--- config.mk ---
export PLATFORM = sky130hd
export DESIGN_NAME = crs_core_regs
export DESIGN_NICKNAME = d
export VERILOG_FILES = /design/src/logic/crs_bank_mem.v /design/src/logic/crs_parity.v /design/src/logic/crs_core_regs.v
export VERILOG_INCLUDE_DIRS = /design/src /design/src/logic
export SDC_FILE = /design/constraint.sdc
export NUM_CORES = 1
export LEC_CHECK = 0
export ABC_AREA = 1
export BUFFER_PORTS_ARGS = -buffer_cell sky130_fd_sc_hd__buf_2
export CORE_MARGIN = 5
export CORE_UTILIZATION = 41
export CTS_CLUSTER_SIZE = 30
export DETAILED_ROUTE_END_ITERATION = 7
export GPL_TIMING_DRIVEN = 0
export PLACE_DENSITY = 0.65
export SLEW_MARGIN = 30
export SYNTH_ARGS = -nofsm -noshare
export SYNTH_HDL_FRONTEND = slang
export SYNTH_HIERARCHICAL = 1
export SYNTH_SLANG_ARGS = --single-unit
export TNS_END_PERCENT = 20
--- constraint.sdc ---
create_clock -name hclk -period 13.1 [get_ports hclk]
set_clock_uncertainty 0.05 [all_clocks]
set_input_delay 2.62 -clock hclk [delete_from_list [all_inputs] [get_ports hclk]]
set_output_delay 2.62 -clock hclk [all_outputs]
set_load 0.05 [all_outputs]
--- src/logic/crs_defines.vh ---
// Register offsets, field positions, reset values and operation codes of the core register state.
`ifndef CRS_DEFINES_VH
`define CRS_DEFINES_VH

// ------------------------------------------------------------
// Bus offsets (byte addresses)
// ------------------------------------------------------------
`define CRS_OFS_STACK   12'h000
`define CRS_OFS_DP_LO   12'h004
`define CRS_OFS_DP_HI   12'h008
`define CRS_OFS_MAIN    12'h00C
`define CRS_OFS_SECOND  12'h010
`define CRS_OFS_STATUS  12'h014
`define CRS_OFS_PCL     12'h018
`define CRS_OFS_PCH     12'h01C
`define CRS_OFS_OPCTRL  12'h020
`define CRS_OFS_OPARG   12'h024
`define CRS_OFS_RESULT  12'h028
`define CRS_OFS_WREG    12'h040

// ------------------------------------------------------------
// Status word field positions
// ------------------------------------------------------------
`define CRS_SW_CARRY     7
`define CRS_SW_AUXC      6
`define CRS_SW_USER      5
`define CRS_SW_BANK_HI   4
`define CRS_SW_BANK_LO   3
`define CRS_SW_SIGN_ERR  2
`define CRS_SW_P    0

// ------------------------------------------------------------
// Reset values
// ------------------------------------------------------------
`define CRS_RST_STACK  8'h07
`define CRS_RST_PC     16'h0000
`define CRS_RST_BYTE   8'h00

// ------------------------------------------------------------
// Operation codes written to the operation control register
// ------------------------------------------------------------
`define CRS_OP_NONE  4'h0
`define CRS_OP_ADD   4'h1
`define CRS_OP_ADDC  4'h2
`define CRS_OP_SUBB  4'h3
`define CRS_OP_MUL   4'h4
`define CRS_OP_DIV   4'h5
`define CRS_OP_CLR_SIGN 4'h6
`define CRS_OP_PUSH  4'h7
`define CRS_OP_POP   4'h8
`define CRS_OP_RLC   4'h9
`define CRS_OP_RRC   4'hA
`define CRS_OP_INCPC 4'hB
`define CRS_OP_INCDP 4'hC

`endif

--- src/logic/crs_bank_mem.v ---
// Working register banks and stack area held in a small internal data memory.
`timescale 1ns/1ps

module crs_bank_mem #(
	parameter AW = 6
) (
	input  wire          hclk,
	input  wire          wr_en,
	input  wire [AW-1:0] wr_addr,
	input  wire [7:0]    wr_data,
	input  wire [AW-1:0] rd_addr,
	output reg  [7:0]    rd_data
);

	reg [7:0] mem [0:(1<<AW)-1];

	// ------------------------------------------------------------
	// Synchronous write and registered read
	// ------------------------------------------------------------
	// Read data is registered so the caller sees it one cycle later.
	always @(posedge hclk)
	begin
		if (wr_en)
			mem[wr_addr] <= wr_data;
		rd_data <= mem[rd_addr];
	end

endmodule

--- src/logic/crs_parity.v ---
// Odd parity of one byte.
`timescale 1ns/1ps

module crs_parity (
	input  wire [7:0] data_in,
	output wire       odd_out
);

	// Reduction XOR gives one when the count of ones is odd.
	assign odd_out = ^data_in;

endmodule

--- src/logic/crs_core_regs.v ---
// Core architectural register state behind an AHB-Lite slave port.
//
// Operation
// - Stack pointer is an eight-bit register holding top of stack.
// - Push increments pointer before writing; pop reads then decrements.
// - Reset loads stack pointer with 07h so first push hits 08h.
// - Data pointer is sixteen bits from separately accessible low and high bytes.
// - Data pointer serves as base address and as plain sixteen-bit data.
// - Sixteen-bit program counter of two bytes, reset to 0000h.
// - Multiply and divide use accumulator with second operand as sixteen bits.
// - Four banks of eight working registers at internal locations 00h-1Fh.
// - Two bank-select bits choose the active bank's eight-location window.
// - After reset bank zero is active, working registers at 00h-07h.
// - Carry set by add carry or subtract borrow; shifts update it too.
// - Auxiliary carry set on carry into or borrow from upper nibble.
// - Overflow set on signed change, product above 255, or zero divisor.
// - Add, subtract, multiply and divide clear overflow when no overflow.
// - Clear-overflow operation clears the overflow flag unconditionally.
// - Parity flag set when accumulator holds an odd count of ones.
// - User flag changes only by software, no result affects it.
//
// The implementer's own choices: the placing of the registers and the AHB-Lite register port.
`timescale 1ns/1ps
`include "crs_defines.vh"

module crs_core_regs (
	input  wire        hclk,
	input  wire        hresetn,
	input  wire        hsel,
	input  wire [31:0] haddr,
	input  wire [1:0]  htrans,
	input  wire        hwrite,
	input  wire [2:0]  hsize,
	input  wire [31:0] hwdata,
	input  wire        hready,
	output reg  [31:0] hrdata,
	output reg         hreadyout,
	output reg         hresp,
	output reg  [15:0] program_counter,
	output reg  [15:0] data_pointer_pair,
	output reg  [7:0]  stack_top_pointer
);

	// ------------------------------------------------------------
	// Architectural registers
	// ------------------------------------------------------------
	reg  [7:0]  acc_r;
	reg  [7:0]  second_r;
	reg         carry_flag_r;
	reg         aux_carry_flag_r;
	reg         user_flag_zero_r;
	reg         bank_select_high_r;
	reg         bank_select_low_r;
	reg         sign_error_flag_r;
	reg  [7:0]  oparg_r;
	reg  [7:0]  result_r;
	wire        parity_flag;
	wire [7:0]  status_word_reg;
	wire [7:0]  mem_rd_data;

	// ------------------------------------------------------------
	// Bus pipeline state
	// ------------------------------------------------------------
	reg         dph_r;
	reg         dph_write_r;
	reg  [11:0] dph_addr_r;
	reg         rd_pend_r;
	reg         pop_pend_r;
	reg         byp_hit_r;
	reg  [7:0]  byp_data_r;

	// Parity follows the accumulator with no clock in between.
	crs_parity u_par (
		.data_in (acc_r),
		.odd_out (parity_flag)
	);

	// Status word layout; bit 1 is unused and reads zero.
	assign status_word_reg = {carry_flag_r, aux_carry_flag_r, user_flag_zero_r,
		bank_select_high_r, bank_select_low_r, sign_error_flag_r, 1'b0, parity_flag};

	// ------------------------------------------------------------
	// Address phase capture
	// ------------------------------------------------------------
	wire addr_valid = hsel & hready & htrans[1];

	always @(posedge hclk or negedge hresetn)
	begin
		if (!hresetn)
		begin
			dph_r       <= 1'b0;
			dph_write_r <= 1'b0;
			dph_addr_r  <= 12'h000;
		end
		else
		begin
			dph_r       <= addr_valid;
			dph_write_r <= addr_valid & hwrite;
			dph_addr_r  <= haddr[11:0];
		end
	end

	// ------------------------------------------------------------
	// Working register window
	// ------------------------------------------------------------
	// Bank bits form the top of the 5-bit address; index is the low three.
	wire [2:0] wreg_idx  = dph_addr_r[4:2];
	wire [5:0] wreg_addr = {1'b0, bank_select_high_r, bank_select_low_r, wreg_idx};
	wire       wreg_hit  = (dph_addr_r[11:5] == `CRS_OFS_WREG >> 5);
	wire       ahead_rd  = addr_valid & ~hwrite &
		(haddr[11:5] == `CRS_OFS_WREG >> 5);
	// A status write in its data phase moves the bank at the same edge that
	// takes a following window read, so that read must use the incoming bits.
	wire       sw_wr_now = dph_write_r & (dph_addr_r == `CRS_OFS_STATUS);
	wire [1:0] bank_now  = sw_wr_now ? {hwdata[`CRS_SW_BANK_HI], hwdata[`CRS_SW_BANK_LO]} :
		{bank_select_high_r, bank_select_low_r};
	wire [5:0] ahead_rd_addr = {1'b0, bank_now, haddr[4:2]};

	// ------------------------------------------------------------
	// Operation execution decode
	// ------------------------------------------------------------
	wire       op_go  = dph_write_r & (dph_addr_r == `CRS_OFS_OPCTRL);
	wire [3:0] op_code = hwdata[3:0];

	// Sums carry one extra bit so carry and nibble carry fall out directly.
	wire       cin      = (op_code == `CRS_OP_ADDC) ? carry_flag_r : 1'b0;
	wire [8:0] add_sum  = {1'b0, acc_r} + {1'b0, oparg_r} + {8'h00, cin};
	wire [4:0] add_nib  = {1'b0, acc_r[3:0]} + {1'b0, oparg_r[3:0]} + {4'h0, cin};
	wire [8:0] sub_dif  = {1'b0, acc_r} - {1'b0, oparg_r} - {8'h00, carry_flag_r};
	wire [4:0] sub_nib  = {1'b0, acc_r[3:0]} - {1'b0, oparg_r[3:0]} - {4'h0, carry_flag_r};
	wire [15:0] mul_res = acc_r * second_r;
	wire [7:0] div_q    = (second_r == 8'h00) ? 8'h00 : acc_r / second_r;
	wire [7:0] div_r    = (second_r == 8'h00) ? 8'h00 : acc_r % second_r;
	wire       add_serr = (acc_r[7] == oparg_r[7]) & (add_sum[7] != acc_r[7]);
	wire       sub_serr = (acc_r[7] != oparg_r[7]) & (sub_dif[7] != acc_r[7]);

	// Stack push writes the incremented address; pop reads the current one.
	wire [7:0] sp_inc   = stack_top_pointer + 8'h01;
	wire       do_push  = op_go & (op_code == `CRS_OP_PUSH);
	wire       do_pop   = op_go & (op_code == `CRS_OP_POP);
	wire       wreg_wr  = dph_write_r & wreg_hit;

	// Memory write port: push has priority over a window write in the same cycle.
	wire       mem_we   = do_push | wreg_wr;
	wire [5:0] mem_wa   = do_push ? sp_inc[5:0] : wreg_addr;
	wire [7:0] mem_wd   = do_push ? oparg_r : hwdata[7:0];
	wire [5:0] mem_ra   = ahead_rd ? ahead_rd_addr : stack_top_pointer[5:0];

	crs_bank_mem #(
		.AW (6)
	) u_mem (
		.hclk    (hclk),
		.wr_en   (mem_we),
		.wr_addr (mem_wa),
		.wr_data (mem_wd),
		.rd_addr (mem_ra),
		.rd_data (mem_rd_data)
	);

	// ------------------------------------------------------------
	// Write bypass for back-to-back window accesses
	// ------------------------------------------------------------
	// The memory returns the old byte when a location is read at the edge
	// that writes it, so the new byte is kept aside for that one case.
	always @(posedge hclk or negedge hresetn)
	begin
		if (!hresetn)
		begin
			byp_hit_r  <= 1'b0;
			byp_data_r <= `CRS_RST_BYTE;
		end
		else
		begin
			byp_hit_r  <= ahead_rd & mem_we & (mem_wa == ahead_rd_addr);
			byp_data_r <= mem_wd;
		end
	end

	// ------------------------------------------------------------
	// Register update
	// ------------------------------------------------------------
	// Software writes and executed operations share this one process.
	always @(posedge hclk or negedge hresetn)
	begin
		if (!hresetn)
		begin
			stack_top_pointer  <= `CRS_RST_STACK;
			program_counter    <= `CRS_RST_PC;
			data_pointer_pair  <= {`CRS_RST_BYTE, `CRS_RST_BYTE};
			acc_r              <= `CRS_RST_BYTE;
			second_r           <= `CRS_RST_BYTE;
			oparg_r            <= `CRS_RST_BYTE;
			result_r           <= `CRS_RST_BYTE;
			carry_flag_r       <= 1'b0;
			aux_carry_flag_r   <= 1'b0;
			user_flag_zero_r   <= 1'b0;
			bank_select_high_r <= 1'b0;
			bank_select_low_r  <= 1'b0;
			sign_error_flag_r  <= 1'b0;
			pop_pend_r         <= 1'b0;
		end
		else
		begin
			pop_pend_r <= do_pop;
			// A pop first reads at the old pointer, then moves it down.
			if (pop_pend_r)
				result_r <= mem_rd_data;
			if (dph_write_r)
			begin
				if (dph_addr_r == `CRS_OFS_STACK)
					stack_top_pointer <= hwdata[7:0];
				else if (dph_addr_r == `CRS_OFS_DP_LO)
					data_pointer_pair[7:0] <= hwdata[7:0];
				else if (dph_addr_r == `CRS_OFS_DP_HI)
					data_pointer_pair[15:8] <= hwdata[7:0];
				else if (dph_addr_r == `CRS_OFS_MAIN)
					acc_r <= hwdata[7:0];
				else if (dph_addr_r == `CRS_OFS_SECOND)
					second_r <= hwdata[7:0];
				else if (dph_addr_r == `CRS_OFS_PCL)
					program_counter[7:0] <= hwdata[7:0];
				else if (dph_addr_r == `CRS_OFS_PCH)
					program_counter[15:8] <= hwdata[7:0];
				else if (dph_addr_r == `CRS_OFS_OPARG)
					oparg_r <= hwdata[7:0];
				else if (dph_addr_r == `CRS_OFS_STATUS)
				begin
					// The user flag moves only here, by software.
					carry_flag_r       <= hwdata[`CRS_SW_CARRY];
					aux_carry_flag_r   <= hwdata[`CRS_SW_AUXC];
					user_flag_zero_r   <= hwdata[`CRS_SW_USER];
					bank_select_high_r <= hwdata[`CRS_SW_BANK_HI];
					bank_select_low_r  <= hwdata[`CRS_SW_BANK_LO];
					sign_error_flag_r  <= hwdata[`CRS_SW_SIGN_ERR];
				end
				else if (op_go)
				begin
					case (op_code)
					`CRS_OP_ADD, `CRS_OP_ADDC:
					begin
						acc_r             <= add_sum[7:0];
						carry_flag_r      <= add_sum[8];
						aux_carry_flag_r  <= add_nib[4];
						sign_error_flag_r <= add_serr;
					end
					`CRS_OP_SUBB:
					begin
						acc_r             <= sub_dif[7:0];
						carry_flag_r      <= sub_dif[8];
						aux_carry_flag_r  <= sub_nib[4];
						sign_error_flag_r <= sub_serr;
					end
					`CRS_OP_MUL:
					begin
						acc_r             <= mul_res[7:0];
						second_r          <= mul_res[15:8];
						carry_flag_r      <= 1'b0;
						aux_carry_flag_r  <= 1'b0;
						sign_error_flag_r <= (mul_res > 16'h00FF);
					end
					`CRS_OP_DIV:
					begin
						acc_r             <= div_q;
						second_r          <= div_r;
						carry_flag_r      <= 1'b0;
						aux_carry_flag_r  <= 1'b0;
						sign_error_flag_r <= (second_r == 8'h00);
					end
					`CRS_OP_CLR_SIGN:
						sign_error_flag_r <= 1'b0;
					`CRS_OP_PUSH:
						stack_top_pointer <= sp_inc;
					`CRS_OP_POP:
						stack_top_pointer <= stack_top_pointer - 8'h01;
					`CRS_OP_RLC:
					begin
						acc_r        <= {acc_r[6:0], carry_flag_r};
						carry_flag_r <= acc_r[7];
					end
					`CRS_OP_RRC:
					begin
						acc_r        <= {carry_flag_r, acc_r[7:1]};
						carry_flag_r <= acc_r[0];
					end
					`CRS_OP_INCPC:
						program_counter <= program_counter + 16'h0001;
					`CRS_OP_INCDP:
						data_pointer_pair <= data_pointer_pair + 16'h0001;
					default:
						result_r <= result_r;
					endcase
				end
			end
		end
	end

	// ------------------------------------------------------------
	// Read data and wait state
	// ------------------------------------------------------------
	// Window reads need one wait cycle for the registered memory output;
	// all other reads answer with no wait.
	always @(posedge hclk or negedge hresetn)
	begin
		if (!hresetn)
		begin
			rd_pend_r <= 1'b0;
			hreadyout <= 1'b1;
			hresp     <= 1'b0;
			hrdata    <= 32'h00000000;
		end
		else
		begin
			hresp <= 1'b0;
			if (ahead_rd)
			begin
				rd_pend_r <= 1'b1;
				hreadyout <= 1'b0;
			end
			else if (rd_pend_r)
			begin
				rd_pend_r <= 1'b0;
				hreadyout <= 1'b1;
				hrdata    <= {24'h000000, (byp_hit_r ? byp_data_r : mem_rd_data)};
			end
			else if (addr_valid & ~hwrite)
			begin
				hreadyout <= 1'b1;
				if (haddr[11:0] == `CRS_OFS_STACK)
					hrdata <= {24'h000000, stack_top_pointer};
				else if (haddr[11:0] == `CRS_OFS_DP_LO)
					hrdata <= {24'h000000, data_pointer_pair[7:0]};
				else if (haddr[11:0] == `CRS_OFS_DP_HI)
					hrdata <= {24'h000000, data_pointer_pair[15:8]};
				else if (haddr[11:0] == `CRS_OFS_MAIN)
					hrdata <= {24'h000000, acc_r};
				else if (haddr[11:0] == `CRS_OFS_SECOND)
					hrdata <= {24'h000000, second_r};
				else if (haddr[11:0] == `CRS_OFS_STATUS)
					hrdata <= {24'h000000, status_word_reg};
				else if (haddr[11:0] == `CRS_OFS_PCL)
					hrdata <= {24'h000000, program_counter[7:0]};
				else if (haddr[11:0] == `CRS_OFS_PCH)
					hrdata <= {24'h000000, program_counter[15:8]};
				else if (haddr[11:0] == `CRS_OFS_OPARG)
					hrdata <= {24'h000000, oparg_r};
				else if (haddr[11:0] == `CRS_OFS_RESULT)
					hrdata <= {24'h000000, result_r};
				else
					hrdata <= 32'h00000000;
			end
			else
				hreadyout <= 1'b1;
		end
	end

endmodule

# ---- Word level (Yosys, flattened, before mapping)
# Memory sizes are Yosys's and may differ from the RTL's. A register that Yosys moved wholly into a read port is not among the register bits.
# Cells that the tools add are included.
dict set report word_totals {
  reg_bits 135
  latch_bits 0
  ram_bits 512
  rom_bits 0
  inputBits 74
  output_inout_bits 74
  word_cells 267
  n_memories 1
}
dict set report op_classes {
  add_sub_neg 12
  mul 1
  div_mod_pow 2
  n_lt_le_gt_ge 1
  n_eq_ne 73
  shift 0
  mux 90
  n_bitwise 25
  n_reduce_logical 39
}
# memory depth word_bits read_ports rd_ports_with_merged_regs wr line
set mem_list {}
lappend mem_list {u_mem.mem 64 8 1 1 1 crs_bank_mem.v:15} ;# reg [7:0] mem [0:(1<<AW)-1];
# op count
set op_table {}
lappend op_table {{two-way mux 8 bit} 56}
lappend op_table {{two-way mux 16 bit} 12}
lappend op_table {{AND reduction 11 bit} 10}
lappend op_table {{== test 12 x 5 -> 1 bit, second input constant} 8}
lappend op_table {{two-way mux 32 bit} 2}
lappend op_table {{inequality test 2 bit, second input constant} 28}
lappend op_table {{== test 12 x 4 -> 1 bit, second input constant} 4}
lappend op_table {{== test 12 x 6 -> 1 bit, second input constant} 4}
lappend op_table {{one-hot mux 8 bit (6 select lines)} 1}
lappend op_table {{adder 16 x 1 -> 16 bit, second input constant} 2}
lappend op_table {{one-hot mux 8 bit (2 select lines)} 2}
lappend op_table {{nonzero test 2 bit} 13}
lappend op_table {{== test 12 x 3 -> 1 bit, second input constant} 2}
lappend op_table {{logical NOT 12 bit} 2}
lappend op_table {{== test 4 bit, second input constant} 5}
lappend op_table {{== test 4 x 3 -> 1 bit, second input constant} 4}
lappend op_table {{> comparator 16 x 8 -> 1 bit, second input constant} 1}
lappend op_table {{multiplier 8 x 8 -> 16 bit} 1}
lappend op_table {{AND 1 bit} 14}
lappend op_table {{== test 7 x 2 -> 1 bit, second input constant} 2}
lappend op_table {{inequality test 2 x 1 -> 1 bit, second input constant} 7}
lappend op_table {{two-way mux 6 bit} 2}
lappend op_table {{inequality test 12 x 3 -> 1 bit, second input constant} 1}
lappend op_table {{nonzero test 6 bit} 2}
lappend op_table {{33 further kinds} 58}

# ---- Depth between registers and ports, before layout
# Gate-level depths: netlist of the first run.
dict set report logic_depth {
  word_depth 14
  ltp_mapped 69
  depth_no_buf 69
}

# ---- Hierarchy
# Netlist of the first run, hierarchy kept.
# module n_inst cells_per_inst area_per_inst_um2 seq_area_each_um2
set by_module_without_submodules {}
lappend by_module_without_submodules {crs_bank_mem 1 1822 21291.7 15534.9}
lappend by_module_without_submodules {crs_core_regs 1 1861 12782.3 2782.7}
lappend by_module_without_submodules {crs_parity 1 47 176.4 0.0}

# ---- Worst setup path after synthesis of the first run
# No wires, ideal clock.
dict set report synth_timing {
  kind {flip-flop to flip-flop}
  startpoint {reg second_r[0]}
  endpoint {reg second_r[1]}
  setup_ns 0.077
  arrival_ns 8.844
  t_required_ns 12.973
  slack_ns 4.129
  path_stages_with_launch 60
  n_path_buf 0
  period_less_slack_ns 8.971
  path_cell_list {dfrtp_1 -> inv_1 -> ha_1 -> o21ai_0 -> o21bai_1 -> nand2_1 -> inv_1 -> ha_1 -> o21ai_0 -> nand2_1 -> nand2_1 -> nand2_1 -> nand2_1 -> ha_1 -> nand2_1 -> nand3b_1 -> nand2_1 -> nand2_1 -> [... 24 more ...] -> ha_1 -> inv_1 -> nor3_1 -> nand4_1 -> nand3_1 -> inv_2 -> nand2_2 -> o21ai_1 -> ha_1 -> nand2_1 -> o21ai_0 -> nand2_1 -> o2111ai_1 -> nand2_2 -> or2_0 -> o2111ai_1 -> nand2_1 -> o21ai_1}
}
dict set report synth_between {
  elab_chain_len 9
  elab_cells_between_ends 11
  classes_between {1 x mul; 1 x div; 8 x mux; 1 x reduce/logical}
}
# item line
set synth_rtl {}
lappend synth_rtl {{start: declaration} crs_core_regs.v:48} ;# reg [7:0] second_r;
lappend synth_rtl {{start signal: assignment} crs_core_regs.v:191} ;# second_r <= `CRS_RST_BYTE;
lappend synth_rtl {{start signal: assignment} crs_core_regs.v:219} ;# second_r <= hwdata[7:0];
lappend synth_rtl {{start signal: assignment} crs_core_regs.v:256} ;# second_r <= mul_res[15:8];
lappend synth_rtl {{modulo 8 x 8 -> 8 bit / logical NOT 8 bit (equally long branches)} crs_core_regs.v:133} ;# wire [7:0] div_r = (second_r == 8'h00) ? 8'h00 : acc_r % second_r;
lappend synth_rtl {{two-way mux 8 bit} crs_core_regs.v:133}
lappend synth_rtl {{one-hot mux 8 bit (2 select lines) *} crs_core_regs.v:238} ;# case (op_code)
lappend synth_rtl {{two-way mux 8 bit *} crs_core_regs.v:236} ;# else if (op_go)
lappend synth_rtl {{two-way mux 8 bit *} crs_core_regs.v:226} ;# else if (dph_addr_r == `CRS_OFS_STATUS)
lappend synth_rtl {{two-way mux 8 bit *} crs_core_regs.v:224} ;# else if (dph_addr_r == `CRS_OFS_OPARG)
lappend synth_rtl {{two-way mux 8 bit *} crs_core_regs.v:222} ;# else if (dph_addr_r == `CRS_OFS_PCH)
lappend synth_rtl {{two-way mux 8 bit *} crs_core_regs.v:220} ;# else if (dph_addr_r == `CRS_OFS_PCL)
lappend synth_rtl {{two-way mux 8 bit *} crs_core_regs.v:218} ;# else if (dph_addr_r == `CRS_OFS_SECOND)
# Mark *: on every way between the ends. The rest lies on a longest branch, timed or not. The select of a mux whose other input is x is not followed.
# A chain may end at the register's enable or synchronous reset.

# ---- Worst setup path in the final report of the first run
# Ends and elaborated chain as after synthesis.

==> qor.csv, run 1 <==
stage;metric;value;unit
outcome;outcome;completed;
worst_hold_path;worst min-delay path class;register to register;
worst_setup_path;CP arrival;11.57;ns
timing;Rel. slew slack;30.7;%
power_and_ir_drop;Pleak;0.0164;uW
timing;FMAX;0.0900;GHz
clock_tree;CTS clk-pin slew, worst paths;0.06;ns
worst_setup_path;crit end category;register;
run;Max Cap Viol;0;
worst_setup_path;WS Path Type;register to register;
grt;initial antenna violation count;2;
clock_tree;clk root buf;clkbuf_16;
grt;largest net degree at the start of global routing;64;
clock_tree;postcts setup bufs;0;
worst_setup_path;Crit-path slowest cell;dfrtp_1;
power_and_ir_drop;Final Total Pwr;4730;uW
timing;Final Setup Violations;0;
synthesis;ys flop type;edfxtp_1;
floorplanning;Starting Density;41.1;%
timing;unrepaired setup endpoints after global routing;no;
timing;Final Critical Period;11.11;ns
detailed_routing;WL final;111000;um
synthesis;synth top area cells;edfxtp_1 (45%), nand2_1 (12%), nand3_1 (7.8%);
grt;total global routing overflow;0;
place;PortBufs;71;
finish;most common cell after layout, fill and taps aside;nand2_1;
clock_tree;post-CTS sizing;0;
synthesis;YS warnings;6;
worst_setup_path;CP endpoint;second_r[1];
worst_setup_path;crit path from;second_r[0];
detailed_routing;Routed WL per cell;21.9;um
floorplanning;Die Span Y;299;um
clock_tree;CTS tree;yes;
synthesis;area leader, netlist;edfxtp_1;
finish;Final #Nets;4139;
detailed_routing;number of DRC markers in iteration 0;2923;
worst_setup_path;reg2reg end;second_r[1];
power_and_ir_drop;Power Dens Cells;121;nW/um^2
synthesis;ys async rst share;17.6;%
floorplanning;die width;299;um
floorplanning;I/O pin count;148;
place;RePlAce Congestion;0.984;
detailed_routing;met2 WL;51700;um
worst_setup_path;R2R Setup Slk;1.99;ns
timing;Fin. Hold Viols;0;
detailed_routing;total number of vias;27767;
worst_setup_path;CP dominant cell by count;nand2_1;
timing;Worst Tran Pin Value;1.04;ns
worst_setup_path;Largest delay share family, worst path;simple AND/OR/NAND/NOR gates;
clock_tree;hold buffers post-CTS;0;
synthesis;number of synthesized flops with an enable pin;512;
floorplanning;Core Box Area;83300;um^2
synthesis;Yosys cell types;66;
clock_tree;Skew-Pair Late Insertion Delay;0.62;ns
grt;first-pass GRT wire length;164000;um
timing;Max Slew Vio Count;0;
synthesis;#FFs+latches synth;631;
worst_setup_path;critical path data required time;13.56;ns
worst_setup_path;slowest cell delay on critical path;0.65;ns
detailed_routing;first-pass detailed-route iteration total;6;
synthesis;post-synthesis sequential area ratio;53.5;%
detailed_routing;M1 wire length;44900;um
synthesis;Cells after Synth;3730;
timing;final worst-path cycle share;84.8;%
detailed_routing;DRC viols;0;
clock_tree;htree depth;3;
detailed_routing;met3 wire len;9070;um
worst_setup_path;Startpoint Class;register;
worst_setup_path;WP buf/inv;9;
finish;layout cells sized above 1;11.7;%
place;post-DP HPWL;81500;um
finish;most frequent cells in the layout;nand2_1 (1113), nand3_1 (536), edfxtp_1 (512);
floorplanning;die footprint;89400;um^2
worst_setup_path;WP depth;62;
synthesis;top-area cell type share of the netlist area;44.9;%
worst_setup_path;CP max FO;12;
detailed_routing;routed vias/inst;5.49;
clock_tree;TritonCTS Buffers;68;
grt;vias in the first global route;26201;
floorplanning;# rows;106;
detailed_routing;remaining antenna violation count;0;
worst_setup_path;Worst R2R Start;second_r[0];
worst_setup_path;R2R depth;62;
clock_tree;clk sinks;631;
detailed_routing;highest metal used;met4;
synthesis;synthesized area;34300;um^2
power_and_ir_drop;Max IR drop VDD;93.7;uV
synthesis;Syn Area/Cell;9.18;um^2
grt;Tot GR Track Use;24.1;%
clock_tree;clk buf depth;3;
finish;layout overhead on the synthesized area;14.0;%
timing;Setup TNS Final;0;ns
## routing by layer
metal  track usage [%]  up-vias
met2              39.8     1279
met4              9.51        0
met3              4.03      274
met1              32.0    13299
met5                 0        -
li1                  -    12915
## where the power goes
part / total, uW / internal, uW / switching, uW / leakage (uW)
logic: 613 / 211 / 402 / 0.00939
registers: 2180 / 2180 / 6.66 / 0.00595
clock network: 1930 / 1110 / 822 / 0.00108
## tightest hold or removal path, cell delays in order, from the launching register on
cell	delay [ns]
dfrtp_1	0.34
nand2_1	0.05
o21ai_1	0.06
## area by class of cell
type / count / area, um^2
Clock inverter: 36 / 425
Sequential cell: 631 / 18300
Tap cell: 1080 / 1350
Clock buffer: 85 / 1810
Inverter: 346 / 1310
Fill cell: 7815 / 44200
Multi-Input combinational cell: 2599 / 13700
Timing Repair Buffer: 98 / 990
Buffer: 178 / 1140
Antenna cell: 1 / 2.50
## cells by family (layout without fill, tap and decap cells)
family | count (synthesis) | after routing | share of synthesized area (%)
other cells | 1 | 26 | 0.0109
mux | 3 | 3 | 0.0986
buf+inv | 524 | 743 | 7.16
compound gates | 373 | 373 | 6.07
xor+xnor | 62 | 62 | 1.59
fa+ha+maj | 143 | 143 | 6.12
flops | 631 | 631 | 53.5
simple gates | 1993 | 1993 | 25.5
## how the worst min path moves through the flow
| stage | start | endpoint | cells after the start |
|---|---|---|---|
| after detailed placement | oparg_r[0] | oparg_r[0] | 2 |
| after global routing | user_flag_zero_r | user_flag_zero_r | 2 |
| after global placement | oparg_r[0] | oparg_r[0] | 2 |
| after CTS | oparg_r[0] | oparg_r[0] | 2 |
| final | oparg_r[0] | oparg_r[0] | 2 |
| after floorplan | u_mem/rd_data[1] | result_r[1] | 2 |
## state kept, by name, summed over array words and instances, names as in the netlist, 8 cells and up
signal,flops
u_mem/mem,512
data_pointer_pair,16
program_counter,16
dph_addr_r,12
acc_r,8
byp_data_r,8
hrdata,8
oparg_r,8
result_r,8
second_r,8
stack_top_pointer,8
u_mem/rd_data,8
## cell usage after synthesis, drive strengths merged, types with 25 or more instances
cell and number:
dfrtp 107, edfxtp 512, xor2 55, nor2 214, o211ai 25, o21ai 202, nand3 541, nor3 49
a21oi 102, ha 102, inv 343, nand2 1130, buf 144, clkbuf 34, fa 41
## metrics by stage
step / instances / setup slack (ns) / util (%) / hold slack [ns] / cell area, um^2
2_1_floorplan: 3754 / 4.13 / - / 0.392 / 34300
3_3_place_gp: 4905 / 0.898 / 43.3 / 0.424 / 36000
3_5_place_dp: 4932 / 2.04 / 44.2 / 0.429 / 36800
4_1_cts: 5053 / 2.02 / 46.9 / 0.444 / 39000
5_1_grt: 5053 / 0.821 / 46.9 / 0.469 / 39000
6_report: 5054 / 1.99 / 46.9 / 0.445 / 39000
(Power assumes the default switching activity.)
==> inputs of run 2 (changes only) <==
--- a/config.mk
+++ b/config.mk
@@ -13,7 +13,7 @@
 export CTS_CLUSTER_SIZE = 30
 export DETAILED_ROUTE_END_ITERATION = 7
 export GPL_TIMING_DRIVEN = 0
-export PLACE_DENSITY = 0.65
+export PLACE_DENSITY = 0.67
 export SLEW_MARGIN = 30
 export SYNTH_ARGS = -nofsm -noshare
 export SYNTH_HDL_FRONTEND = slang
==> constraint.sdc (replaced) <==
create_clock -name hclk -period 9.52 [get_ports hclk]
set_clock_uncertainty 0.05 [all_clocks]
set_input_delay 1.904 -clock hclk [delete_from_list [all_inputs] [get_ports hclk]]
set_output_delay 1.904 -clock hclk [all_outputs]
set_load 0.05 [all_outputs]
==> qor.csv, run 2 (synthesized netlist as in run 1, its figures left out) <==
stage;metric;value;unit;change
power_and_ir_drop;switching pwr;1780;uW;was 1230 uW
place;placed cells;4932;;unchanged
power_and_ir_drop;Pleak;0.0165;uW;was 0.0164 uW
finish;most frequent cells in the layout;nand2_1 (1101), nand3_1 (532), edfxtp_1 (512);;was nand2_1 (1113), nand3_1 (536), edfxtp_1 (512)
worst_hold_path;Hold Path Sink;sign_error_flag_r;;was oparg_r[0]
power_and_ir_drop;sequential share of power;45.6;%;was 46.2%
grt;initial antenna violation count;1;;was 2
grt;vias in the first global route;26342;;was 26201
grt;total global routing overflow;0;;unchanged
finish;biggest regs;u_mem/mem: 512 flops, data_pointer_pair: 16 flops, program_counter: 16 flops;;unchanged
worst_hold_path;worst min-delay path class;register to register;;unchanged
worst_setup_path;Worst R2R Start;second_r[0];;unchanged
timing;Max Slew Vio Count;0;;unchanged
timing;Worst Hold Slack;0.437;ns;was 0.445 ns
finish;Finished Layout Cells;5069;;was 5054
clock_tree;clk sinks;631;;unchanged
floorplanning;Core Box Area;83300;um^2;unchanged
worst_setup_path;R2R depth;61;;was 62
detailed_routing;number of DRC markers in iteration 0;3293;;was 2923
place;post-DP HPWL;79900;um;was 81500 um
worst_setup_path;CP arrival;9.39;ns;was 11.57 ns
timing;Final Critical Period;8.91;ns;was 11.11 ns
place;RePlAce Congestion;0.971;;was 0.984
timing;final worst-path cycle share;93.6;%;was 84.8%
worst_setup_path;crit end category;register;;unchanged
floorplanning;Die Span Y;299;um;unchanged
finish;Largest Register;u_mem/mem;;unchanged
power_and_ir_drop;Power Dens Cells;167;nW/um^2;was 121 nW/um^2
worst_setup_path;R2R Setup Slk;0.61;ns;was 1.99 ns
timing;post-route setup slack;0.610;ns;was 1.99 ns
clock_tree;CTS tree;yes;;unchanged
finish;most common cell after layout, fill and taps aside;nand2_1;;unchanged
floorplanning;Starting Density;41.1;%;unchanged
floorplanning;die width;299;um;unchanged
finish;layout cells sized above 1;13.6;%;was 11.7%
clock_tree;hold buffers post-CTS;0;;unchanged
detailed_routing;remaining antenna violation count;0;;unchanged
timing;Worst Tran Pin Value;0.995;ns;was 1.04 ns
detailed_routing;Routed WL per cell;21.6;um;was 21.9 um
timing;Fin. Hold Viols;0;;unchanged
worst_setup_path;slowest cell delay on critical path;0.41;ns;was 0.65 ns
grt;first-pass GRT wire length;163000;um;was 164000 um
timing;FMAX;0.112;GHz;was 0.0900 GHz
clock_tree;CTS clk-pin slew, worst paths;0.07;ns;was 0.06 ns
worst_setup_path;WS Path Type;register to register;;unchanged
power_and_ir_drop;Max IR drop VDD;155;uV;was 93.7 uV
worst_hold_path;HP Start;sign_error_flag_r;;was oparg_r[0]
detailed_routing;first-pass detailed-route iteration total;6;;unchanged
grt;largest net degree at the start of global routing;78;;was 64
finish;layout overhead on the synthesized area;15.4;%;was 14.0%
clock_tree;clk buf depth;3;;unchanged
worst_setup_path;CP dominant cell by count;nand2_1;;unchanged
timing;Rel. slew slack;33.4;%;was 30.7%
worst_setup_path;CP max FO;9;;was 12
clock_tree;Skew-Pair Late Insertion Delay;0.63;ns;was 0.62 ns
detailed_routing;WL final;109000;um;was 111000 um
worst_hold_path;Worst Hold Depth;2;;unchanged
finish;fillers;7764;;was 7815
worst_setup_path;critical path data required time;10.00;ns;was 13.56 ns
worst_setup_path;reg2reg end;second_r[6];;was second_r[1]
power_and_ir_drop;Switching Fraction;27.0;%;was 26.0%
worst_setup_path;Startpoint Class;register;;unchanged
timing;Final Setup Violations;0;;unchanged
worst_setup_path;Crit-path slowest cell;dfrtp_2;;was dfrtp_1
outcome;outcome;completed;;unchanged
power_and_ir_drop;power share of the clock group;38.5;%;was 40.8%
power_and_ir_drop;combinational group share of total power;15.9;%;was 13.0%
place;Post-Place Setup Slack;-1.50;ns;was 2.04 ns
run;Max Cap Viol;0;;unchanged
clock_tree;clk root buf;clkbuf_16;;unchanged
detailed_routing;DRC viols;0;;unchanged
finish;max reg flops;512;;unchanged
grt;Tot GR Track Use;23.7;%;was 24.1%
place;PortBufs;71;;unchanged
detailed_routing;total number of vias;28073;;was 27767
clock_tree;htree depth;3;;unchanged
detailed_routing;routed vias/inst;5.54;;was 5.49
finish;Final #Nets;4161;;was 4139
floorplanning;# rows;106;;unchanged
clock_tree;TritonCTS Buffers;67;;was 68
floorplanning;I/O pin count;148;;unchanged
floorplanning;die footprint;89400;um^2;unchanged
power_and_ir_drop;P_int;4820;uW;was 3500 uW
[run 2: cell types whose count changed in the layout (fill, tap and decap cells not counted), sizes merged]
cell | before | now
clkbuf | 119 | 113
bufinv | 6 | 4
clkinv | 31 | 30
clkinvlp | 1 | 8
buf | 242 | 264
inv | 344 | 338
nand2 | 1130 | 1131
[run 2: what timing repair did]
action                     in CTS  in global routing
resized for setup              24                 83
pin swaps                       4                 22
buffers inserted               13                  8
gates cloned                    2                  0
setup endpoints to repair       9                  9
[run 2: layout make-up]
type,count,area (um^2),area share (%)
sequential,631,18300,46.3
multi-input combinational,2600,14100,35.6
clock buffer,80,1730,4.36
tap,1080,1350,3.42
inverter,346,1340,3.38
buffer,178,1160,2.94
timing repair buffer,119,1160,2.93
clock inverter,33,385,0.975
timing repair inverter,1,7.51,0.0190
antenna,1,2.50,0.00633
[run 2: worst max-delay path by stage]
| stage | slack, ns | start | end | cells after the start |
|---|---|---|---|---|
| 2_1_floorplan | 0.55 | second_r[0] | second_r[1] | 59 |
| 3_3_place_gp | -1.61 | hwdata[0] | u_mem/mem[2][3] | 6 |
| 3_5_place_dp | -1.50 | second_r[0] | second_r[6] | 62 |
| 4_1_cts | -0.01 | second_r[7] | second_r[6] | 64 |
| 5_1_grt | -0.05 | second_r[0] | second_r[1] | 65 |
| 6_report | 0.61 | second_r[0] | second_r[6] | 61 |
[run 2: per-layer routing]
metal,GRT usage [%],wire length (um),share of wire (%),up-vias
met2,38.7,50400,46,1396
met1,31.2,43500,40,13406
met4,9.65,5180,4.7,0
li1,-,-,-,12965
met3,4.74,10200,9.3,306
met5,0,0,0,-
[run 2: power groups by stage]
stage / sequential [uW] / clock, uW / combinational, uW
after floorplan: 3090 / 0 / 576
after global placement: 3080 / 0 / 791
after detailed placement: 3060 / 0 / 834
after CTS: 3010 / 2580 / 886
after global routing: 3010 / 2690 / 1150
final: 3010 / 2540 / 1050
[run 2: worst max-delay path, delay by kind of cell, from the launching register on]
family / cells / cell delay [ns]
AND/OR/NAND/NOR: 34 / 3.64
adder cells (fa/ha/maj): 8 / 2.29
AO/OA/AOI/OAI: 14 / 1.90
flip-flops: 1 / 0.41
buffers and inverters: 4 / 0.39
XOR/XNOR: 1 / 0.14
[run 2: through the flow]
stage	utilization [%]	TNS, ns	cell area, um^2	total power, uW
after floorplan	-	0	34300	3670
after global placement	43.3	-359.12	36000	3870
after detailed placement	44.2	-12.69	36800	3900
after CTS	46.9	-0.0105	39100	6470
after global routing	47.5	-0.0523	39500	6850
final	47.5	0	39500	6600
